<file path="src/verilog/sbp_pkg.sv">
// Constants and carrier types for the six-bit general-purpose port block.
// Assumes the core presents file-register accesses and instruction strobes on clk.
// Operation
// - Port reads return pin levels, not latches
// - Any reset makes every pin high-impedance input
// - Bits 7 and 6 read as zero
// - First-port pin three never drives
// - Alternate-function pins read as zero
// - Pull-ups and wake enabled for group only
// - Reset-pin mode forces pull-up, blocks wake
// - Direction load copies working register
// - Direction one floats pin, zero drives latch
// - Timer clock source overrides pin direction
// - Direction registers write-only, reset to ones
// - Status bit 7 flags pin-change wake reset
// - Latches hold value; inputs sampled at read
// - Read-modify-write sources pin levels
// - Direction load operand six targets first port
package sbp_pkg;
   localparam int PORT_W = 6;
   localparam logic [4:0] ADDR_FIRST_PORT = 5'h06;
   localparam logic [4:0] ADDR_SECOND_PORT = 5'h07;
   localparam logic [2:0] DIRLD_FIRST_SEL = 3'h6;
   localparam logic [2:0] DIRLD_SECOND_SEL = 3'h7;
   localparam logic [5:0] DIR_RESET = 6'h3f;
   localparam logic [7:0] OPTION_RESET = 8'hff;
   localparam int OPT_WAKE_N_BIT = 7;
   localparam int OPT_PULLUP_N_BIT = 6;
   localparam int OPT_TCS_BIT = 5;
   localparam int STATUS_WAKE_BIT = 7;
   localparam int PIN_INPUT_ONLY = 3;
   localparam int PIN_TIMER_CLK = 5;
   localparam logic [5:0] WAKE_GROUP_MASK = 6'h1b;
   localparam logic [1:0] SYNC_RESET = 2'h0;

   typedef struct packed {
      logic wr;
      logic rd;
      logic [4:0] addr;
      logic [7:0] wdata;
   } sbp_file_req_t;

   typedef struct packed {
      logic [5:0] alt_first;
      logic [5:0] alt_second;
      logic ext_reset_mode;
   } sbp_cfg_t;
endpackage

</file>
<file path="src/verilog/sbp_port.sv">
// Two six-bit general-purpose ports with write-only direction latches.
// Assumes the core issues file accesses and direction/option loads one per cycle.
`timescale 1ns/1ns
module sbp_port (
   input wire logic clk, // Core instruction clock
   input wire logic rstn, // Async reset, active low
   input wire sbp_pkg::sbp_file_req_t req, // File register access
   output logic [7:0] rdata, // Read data, registered
   input wire logic dir_load, // Direction-load strobe
   input wire logic [2:0] dir_sel, // Direction-load operand
   input wire logic option_load, // Option-load strobe
   input wire logic [7:0] w_reg, // Working register
   input wire sbp_pkg::sbp_cfg_t cfg, // Configuration word
   input wire logic wake_reset, // Reset cause was pin-change wake
   input wire logic [5:0] first_pin_i, // First port pin levels
   output logic [5:0] first_pin_o, // First port drive values
   output logic [5:0] first_pin_oe, // First port drive enables
   input wire logic [5:0] second_pin_i, // Second port pin levels
   output logic [5:0] second_pin_o, // Second port drive values
   output logic [5:0] second_pin_oe, // Second port drive enables
   output logic [5:0] first_pullup_en, // Weak pull-up enables
   output logic wake_event, // Pin change while wake armed
   output logic status_wake_flag, // Status bit 7 value
   output logic timer_clk_in // Timer external clock input
);
   logic [5:0] dir_first_q, dir_second_q;
   logic [5:0] lat_first_q, lat_second_q;
   logic [7:0] option_q;
   logic [5:0] first_pin_s, second_pin_s;
   logic [5:0] snap_q;
   logic wake_flag_q;
   logic [7:0] rdata_q;

   sbp_sync #(.W(6)) u_sync_first (
      .clk(clk),
      .rstn(rstn),
      .d(first_pin_i),
      .q(first_pin_s)
   );

   sbp_sync #(.W(6)) u_sync_second (
      .clk(clk),
      .rstn(rstn),
      .d(second_pin_i),
      .q(second_pin_s)
   );

   wire sel_first = req.addr == sbp_pkg::ADDR_FIRST_PORT;
   wire sel_second = req.addr == sbp_pkg::ADDR_SECOND_PORT;
   wire wr_first = req.wr && sel_first;
   wire wr_second = req.wr && sel_second;
   wire dirld_first = dir_load && (dir_sel == sbp_pkg::DIRLD_FIRST_SEL);
   wire dirld_second = dir_load && (dir_sel == sbp_pkg::DIRLD_SECOND_SEL);
   wire tcs_active = option_q[sbp_pkg::OPT_TCS_BIT];
   wire wake_en = !option_q[sbp_pkg::OPT_WAKE_N_BIT];
   wire pullup_en = !option_q[sbp_pkg::OPT_PULLUP_N_BIT];

   // Reads sample the synchronised pins, alternate functions mask to zero
   wire [5:0] first_read = first_pin_s & ~cfg.alt_first;
   wire [5:0] second_read = second_pin_s & ~cfg.alt_second;
   wire [5:0] sel_read = sel_first ? first_read : (sel_second ? second_read : 6'h00);
   wire [7:0] read_word = {2'h0, sel_read};

   // Enables: zero direction drives; input-only pin excepted, and timer pin while timer source set
   wire [5:0] oe_first_raw = ~dir_first_q;
   wire [5:0] oe_second_raw = ~dir_second_q;
   wire [5:0] input_only_mask = 6'h01 << sbp_pkg::PIN_INPUT_ONLY;
   wire [5:0] timer_mask = tcs_active ? (6'h01 << sbp_pkg::PIN_TIMER_CLK) : 6'h00;

   assign first_pin_oe = oe_first_raw & ~input_only_mask;
   assign second_pin_oe = oe_second_raw & ~timer_mask;
   assign first_pin_o = lat_first_q;
   assign second_pin_o = lat_second_q;
   assign timer_clk_in = second_pin_s[sbp_pkg::PIN_TIMER_CLK];
   assign rdata = rdata_q;
   assign status_wake_flag = wake_flag_q;

   // Group-wide pull-up; reset-pin mode forces it on pin three
   wire [5:0] pu_group = pullup_en ? sbp_pkg::WAKE_GROUP_MASK : 6'h00;
   assign first_pullup_en = pu_group | (cfg.ext_reset_mode ? input_only_mask : 6'h00);

   // Pin three drops out of the wake group when it is the reset input
   wire [5:0] wake_mask = sbp_pkg::WAKE_GROUP_MASK & ~(cfg.ext_reset_mode ? input_only_mask : 6'h00);
   assign wake_event = wake_en && (((first_pin_s ^ snap_q) & wake_mask) != 6'h00);

   always_ff @(posedge clk or negedge rstn) begin
      if (!rstn) begin
         dir_first_q <= sbp_pkg::DIR_RESET;
         dir_second_q <= sbp_pkg::DIR_RESET;
         option_q <= sbp_pkg::OPTION_RESET;
      end else begin
         if (dirld_first) begin
            dir_first_q <= w_reg[5:0];
         end
         if (dirld_second) begin
            dir_second_q <= w_reg[5:0];
         end
         if (option_load) begin
            option_q <= w_reg;
         end
      end
   end

   // Latches keep their value until rewritten; reset gives a known zero
   always_ff @(posedge clk or negedge rstn) begin
      if (!rstn) begin
         lat_first_q <= 6'h00;
         lat_second_q <= 6'h00;
      end else begin
         if (wr_first) begin
            lat_first_q <= req.wdata[5:0];
         end
         if (wr_second) begin
            lat_second_q <= req.wdata[5:0];
         end
      end
   end

   // Wake reference is the pin state seen on the last read of the first port
   always_ff @(posedge clk or negedge rstn) begin
      if (!rstn) begin
         snap_q <= 6'h00;
         rdata_q <= 8'h00;
      end else begin
         if (req.rd && sel_first) begin
            snap_q <= first_pin_s;
         end
         if (req.rd) begin
            rdata_q <= read_word;
         end
      end
   end

   // Reset cause is captured at the first edge after release
   logic cause_taken_q;
   always_ff @(posedge clk or negedge rstn) begin
      if (!rstn) begin
         wake_flag_q <= 1'b0;
         cause_taken_q <= 1'b0;
      end else if (!cause_taken_q) begin
         wake_flag_q <= wake_reset;
         cause_taken_q <= 1'b1;
      end
   end
endmodule

</file>
<file path="src/verilog/sbp_sync.sv">
// Two-stage synchroniser for one pin group.
// Assumes the source is asynchronous to clk; only stage two is read outside.
`timescale 1ns/1ns
module sbp_sync #(
   parameter int W = 6
) (
   input wire logic clk, // Core clock
   input wire logic rstn, // Async reset, active low
   input wire logic [W-1:0] d, // Asynchronous input
   output logic [W-1:0] q // Synchronised output
);
   logic [W-1:0] meta_q;

   always_ff @(posedge clk or negedge rstn) begin
      if (!rstn) begin
         meta_q <= '0;
         q <= '0;
      end else begin
         meta_q <= d;
         q <= meta_q;
      end
   end
endmodule

</file>
<file path="config.mk">
export PLATFORM = sky130hd
export DESIGN_NAME = sbp_port
export DESIGN_NICKNAME = d
export VERILOG_FILES = /design/src/verilog/sbp_pkg.sv /design/src/verilog/sbp_port.sv /design/src/verilog/sbp_sync.sv
export SDC_FILE = /design/constraint.sdc
export NUM_CORES = 1
export LEC_CHECK = 0
export BUFFER_PORTS_ARGS = -buffer_cell sky130_fd_sc_hd__buf_2
export CORE_UTILIZATION = 40
export DETAILED_ROUTE_END_ITERATION = 6
export PLACE_DENSITY_LB_ADDON = 0.15
export SETUP_SLACK_MARGIN = 0.02
export SKIP_LAST_GASP = 1
export SLEW_MARGIN = 20
export SYNTH_ARGS = -nofsm -noshare
export SYNTH_HDL_FRONTEND = slang
export SYNTH_SLANG_ARGS = --single-unit
</file>
<file path="constraint.sdc">
create_clock -name clk -period 1.8 [get_ports clk]
set_input_delay 0.18 -clock clk [delete_from_list [all_inputs] [get_ports clk]]
set_output_delay 0.18 -clock clk [all_outputs]
set_load 0.05 [all_outputs]
</file>
* After elaboration in Yosys (flattened, before gate mapping)
Index checks and enable logic that the tools add are counted. Widths: inputs -> output; s select.
Operators by class: bitwise logic cells 12, eq/ne operators 4, muxes and demuxes 5, reductions and logical operators 8
Operators with widths (count):
- $not 6->6 | 5
- $and 6x6->6 | 3
- $mux 6 | 3
- $eq 5x3->1 const B | 2
- $and 6x5->6 | 1
- $eq 3x3->1 const B | 2
- $logic_and 1x1->1 | 6
- $or 5x6->6 | 1
- $reduce_bool 6->1 | 1
- $xor 6x6->6 | 1
- $mux 5 | 1
- $not 4->5 | 1
- $mux 4 | 1
- $logic_not 1->1 | 1
Storage, ports and cells: input port bits 56, output and inout port bits 41, register bits after elaboration 70

* Logic depth before layout (Yosys ltp)
depth in word-level cells 5, mapped depth 4

* Cells and area by module
Synthesis repeated with hierarchy kept, for this count alone.
Unflattened totals: cell total of the unflattened synthesis 164, area total of the unflattened synthesis 2338.5 um2
Modules (own cells, without submodules):
- sbp_port | times used 1, sequential area each 968.4 um2, area an instance 1737.9 um2, cells each 140
- sbp_sync | times used 2, sequential area each 300.3 um2, area an instance 300.3 um2, cells each 12

* Worst setup path before layout
OpenSTA, ideal clock, no wires.
path kind register to output, start register u_sync_first.q[3], end output port wake_event, data required time 1.620 ns, path buffers 0, cell stages (with the launch flop) 4, slack 0.263 ns, data arrival time 1.357 ns, cell sequence dfrtp_1 -> xnor2_1 -> o2111a_1 -> nor2_1
Between the ends: cells in the longest elaborated chain, start to end 4
RTL lines:
- from (decl) | RTL line sbp_sync.sv:10 | output logic [W-1:0] q
- from (signal assigned) | RTL line sbp_sync.sv:20 | q <= meta_q;
- $xor 6x6->6 | RTL line sbp_port.sv:84 | assign wake_event = wake_en && (((first_pin_s ^ snap_q) & wake_mask) != 6'h00);
- $and 6x5->6 | RTL line sbp_port.sv:84
- $reduce_bool 6->1 | RTL line sbp_port.sv:84
- $logic_and 1x1->1 | RTL line sbp_port.sv:84
- to (decl) | RTL line sbp_port.sv:22 | output logic wake_event,
Every way passes these cells.

* Worst setup path in the final report
Same ends and word-level chain as after synthesis.

==> tab_implementation.tex <==
\begin{tabular}{lr}
\hline
Metric & Value \\
\hline
\multicolumn{2}{l}{\textbf{Worst setup path}} \\
\quad Kind of cell with the highest combined delay on the critical path & flip-flops \\
\quad Arrival time of the worst setup path & 1.45 ns \\
\quad Crit path launch type & flop \\
\quad Worst stage delay on the critical path & 0.41 ns \\
\quad Worst Path Buf+Inv & 1 \\
\quad Master of the slowest instance on the critical path & dfrtp\_1 \\
\quad Kind of end point of the critical path & primary output \\
\quad Worst reg2reg setup slack & 0.85 ns \\
\quad Required @ worst endpoint & 1.62 ns \\
\quad Maximum fanout along the worst path & 3 \\
\quad Worst setup path class & reg -> out \\
\quad Worst r2r src & u\_sync\_first.q[4] \\
\quad Reg-to-Reg End & rdata[4] \\
\quad Sequence of cells on the critical path & xnor2\_1, o2111a\_1, nor2\_1, buf\_2 \\
\quad Cells on worst reg2reg path & 3 \\
\multicolumn{2}{l}{\textbf{Floorplan}} \\
\quad I/O pin count & 97 \\
\quad Placeable core region & 0.00561 mm² \\
\quad Row count & 27 \\
\quad Die H & 79.2 µm \\
\quad DIE AREA & 0.00626 mm² \\
\quad DIE WIDTH & 79.2 µm \\
\quad Initial core utilization & 42.5\% \\
\multicolumn{2}{l}{\textbf{STA}} \\
\quad Min cycle time layout & 1.63 ns \\
\quad Worst Slack Setup Final & 0.171 ns \\
\quad Clk\_skew & 0.00655 ns \\
\quad Sum Neg Setup Slack & 0 ns \\
\quad Share of the clock period used by the worst path & 90.5\% \\
\quad Worst slew slack as a fraction of its limit & 58.3\% \\
\quad RSZ-0062 raised after global routing & false \\
\quad FMAX & 614 MHz \\
\quad Number of hold violations in the final report & 0 \\
\quad Final Max Tran Viols & 0 \\
\quad Transition time at the pin with the least slew margin & 0.625 ns \\
\quad Fin Hold WS & 0.0608 ns \\
\quad Total setup violations reported at the end of the flow & 0 \\
\multicolumn{2}{l}{\textbf{Power and ir drop}} \\
\quad Pwr dens & 1150 mW/mm² \\
\quad Leakage power & 1.58 nW \\
\quad IR drop worst, VDD & 0.000549 V \\
\quad Overall power after layout & 3.63 mW \\
\multicolumn{2}{l}{\textbf{Job}} \\
\quad Number of max-cap violations & 0 \\
\multicolumn{2}{l}{\textbf{Status}} \\
\quad Run status & complete, no violations \\
\multicolumn{2}{l}{\textbf{Clock tree}} \\
\quad CTS HTree Levels & 3 \\
\quad Later-pin clock latency in the skew report & 0.32 ns \\
\quad Number of buffers created by CTS & 9 \\
\quad Max Buffers Root-to-Sink & 2 \\
\quad Number of sinks on the clock net & 62 \\
\quad TritonCTS clock tree & done \\
\quad CTS Root Buffer Type & clkbuf\_8 \\
\quad Clock-pin slew of the registers on the worst-case setup and hold paths & 0.06 ns \\
\quad Post-CTS Resized & 0 \\
\multicolumn{2}{l}{\textbf{Cells and area}} \\
\quad Area added between synthesis and finish & 33.1\% \\
\quad \# diodes & 0 \\
\quad Fraction of layout instances using a drive strength above 1 & 54.0\% \\
\quad Final core occ & 56.5\% \\
\quad Fillers & 489 \\
\quad Net count reported at finish & 327 \\
\multicolumn{2}{l}{\textbf{Yosys}} \\
\quad Avg Cell Area, Syn & 14.6 µm² \\
\quad Sequential area share after synthesis & 65.9\% \\
\quad Number of flops mapped to enable cells by yosys & 0 \\
\quad Flip-flop cell with the highest count after synthesis & dfrtp\_1 \\
\quad Library cells used by synthesis & 27 \\
\quad Area fraction of the dominant cell type after synthesis & 50.4\% \\
\quad Warnings, synthesis & 0 \\
\quad Cell Area, Synth & 0.00238 mm² \\
\quad Post-synthesis register bit count & 62 \\
\quad Biggest area consumer among synthesized cells & dfrtp\_1 \\
\quad Asr flop ratio synth & 100\% \\
\quad Synth Instances & 163 \\
\quad Cell types with the largest area share after synthesis & dfrtp\_1 (50\%), dfstp\_2 (15\%), mux2\_2 (8.5\%) \\
\multicolumn{2}{l}{\textbf{GRT}} \\
\quad Initial antenna violation count & 0 \\
\quad Met2 Resource Use GR & 27.2\% \\
\quad Maximum number of pins on one net before global-route repair & 31 \\
\quad Final global-route overflow total & 0 \\
\quad Met1 track demand over resource & 18.7\% \\
\quad Via count of the first global-routing pass & 1645 \\
\quad Peak-usage layer in the global routing report & met2 \\
\quad GR met3 Demand/Resource & 3.79\% \\
\quad GRT Total Usage & 16.1\% \\
\quad Wire length of the first global-routing pass & 7380 µm \\
\multicolumn{2}{l}{\textbf{Min path}} \\
\quad Hold Path Sink & option\_q[6] \\
\quad Number of instances on the worst hold path & 2 \\
\quad Min-Delay Startpoint & option\_load \\
\quad Class of the tightest hold or removal check & in -> reg \\
\multicolumn{2}{l}{\textbf{Routing}} \\
\quad Total number of vias & 1544 \\
\quad Count of routing violations after the opening detailed-route iteration & 26 \\
\quad Final routed wirelength across all metal layers & 4440 µm \\
\quad Remaining design rule violation count & 0 \\
\quad Detailed-routing iteration count for the pre-antenna-repair pass & 4 \\
\quad Via density & 4.44 \\
\quad Drt wl/cell & 12.8 µm \\
\quad Antenna Violating Nets Remaining & 0 \\
\multicolumn{2}{l}{\textbf{Place}} \\
\quad Buffers on Ports & 89 \\
\quad Detailed-placement wirelength estimate & 3240 µm \\
\quad Worst slack at placement & 0.285 ns \\
\quad Routability congestion estimate from global placement & 0.736 \\
\hline
\end{tabular}
## routing by layer
| layer | up-vias | part of all wire, % |
|---|---|---|
| met4 | 0 | 1.6 |
| met2 | 48 | 52 |
| met5 | - | 0 |
| li1 | 749 | - |
| met3 | 6 | 4.4 |
| met1 | 741 | 42 |
## metrics by stage
stage / instance area (µm²) / std cells
5_1_grt: 3170 / 348
3_5_place_dp: 2880 / 319
6_report: 3170 / 348
4_1_cts: 3170 / 348
2_1_floorplan: 2400 / 167
3_3_place_gp: 2880 / 319
## synthesized netlist by cell type, types with 2 or more instances
library cell and n:
a31oi_1 5, buf_4 7, buf_6 2, conb_1 2
dfrtp_1 48, dfstp_2 14, inv_1 23, mux2_2 18
mux2_4 12, nand2_1 2, nor2_1 2, nor3b_1 5
o22ai_1 6, xnor2_1 4
## layout by cell type, fill, tap and decap left out, types with 2 or more instances in the layout
cell type / synthesis / final
mux2_4: 12 / 12
nor3b_1: 5 / 5
a31oi_1: 5 / 5
dfrtp_1: 48 / 48
dlygate4sd3_1: 0 / 13
dfstp_2: 14 / 14
xnor2_1: 4 / 4
o22ai_1: 6 / 6
clkbuf_8: 0 / 10
clkinv_2: 0 / 2
inv_1: 23 / 23
clkbuf_1: 1 / 4
nor2_1: 2 / 2
mux2_2: 18 / 18
nand2_1: 2 / 2
buf_2: 1 / 89
conb_1: 2 / 6
## how the worst max path moves through the flow
stage                      start             end  slack (ns)  depth (start not counted)
5_1_grt        u_sync_first.q[3]      wake_event        0.08                          4
2_1_floorplan  u_sync_first.q[3]      wake_event        0.26                          3
3_3_place_gp             req[12]  first_pin_o[2]        0.33                          4
4_1_cts        u_sync_first.q[3]      wake_event        0.12                          4
6_report       u_sync_first.q[3]      wake_event        0.17                          4
3_5_place_dp             req[12]  first_pin_o[5]        0.29                          4
## repair_timing
action / CTS / global route
setup buffers: 0 / 0
endpoints found under the hold margin: 23 / 0
hold buffers: 13 / 0
## final cells by class
cell class | count | area, µm² | share of cell area [%]
Inverter | 23 | 86.3 | 2.73
Sequential cell | 62 | 1570 | 49.5
Timing Repair Buffer | 104 | 603 | 19.0
Multi-Input combinational cell | 71 | 657 | 20.7
Clock buffer | 14 | 153 | 4.82
Tap cell | 72 | 90.1 | 2.84
Clock inverter | 2 | 10.0 | 0.316
## state kept, by name, indices dropped and copies added, names as in the netlist
signal	flops
dir_first_q	5
u_sync_first.meta_q	6
rdata	6
snap_q	4
status_wake_flag	1
first_pin_o	6
u_sync_first.q	6
dir_second_q	6
u_sync_second.q	6
option_q	3
second_pin_o	6
u_sync_second.meta_q	6
cause_taken_q	1
## where the power goes
group	internal, mW	switching (mW)
registers	1.60	0.0776
clock network	0.535	0.474
logic	0.311	0.635
total	2.45	1.19
## logic make-up after synthesis
kind of cell    synth area share [%]
mux                             16.1
flops                           65.9
xor+xnor                        1.47
buf+inv                         7.15
other cells                    0.315
simple gates                    5.10
compound gates                  3.99
Power figures use the tool's default switching activity.
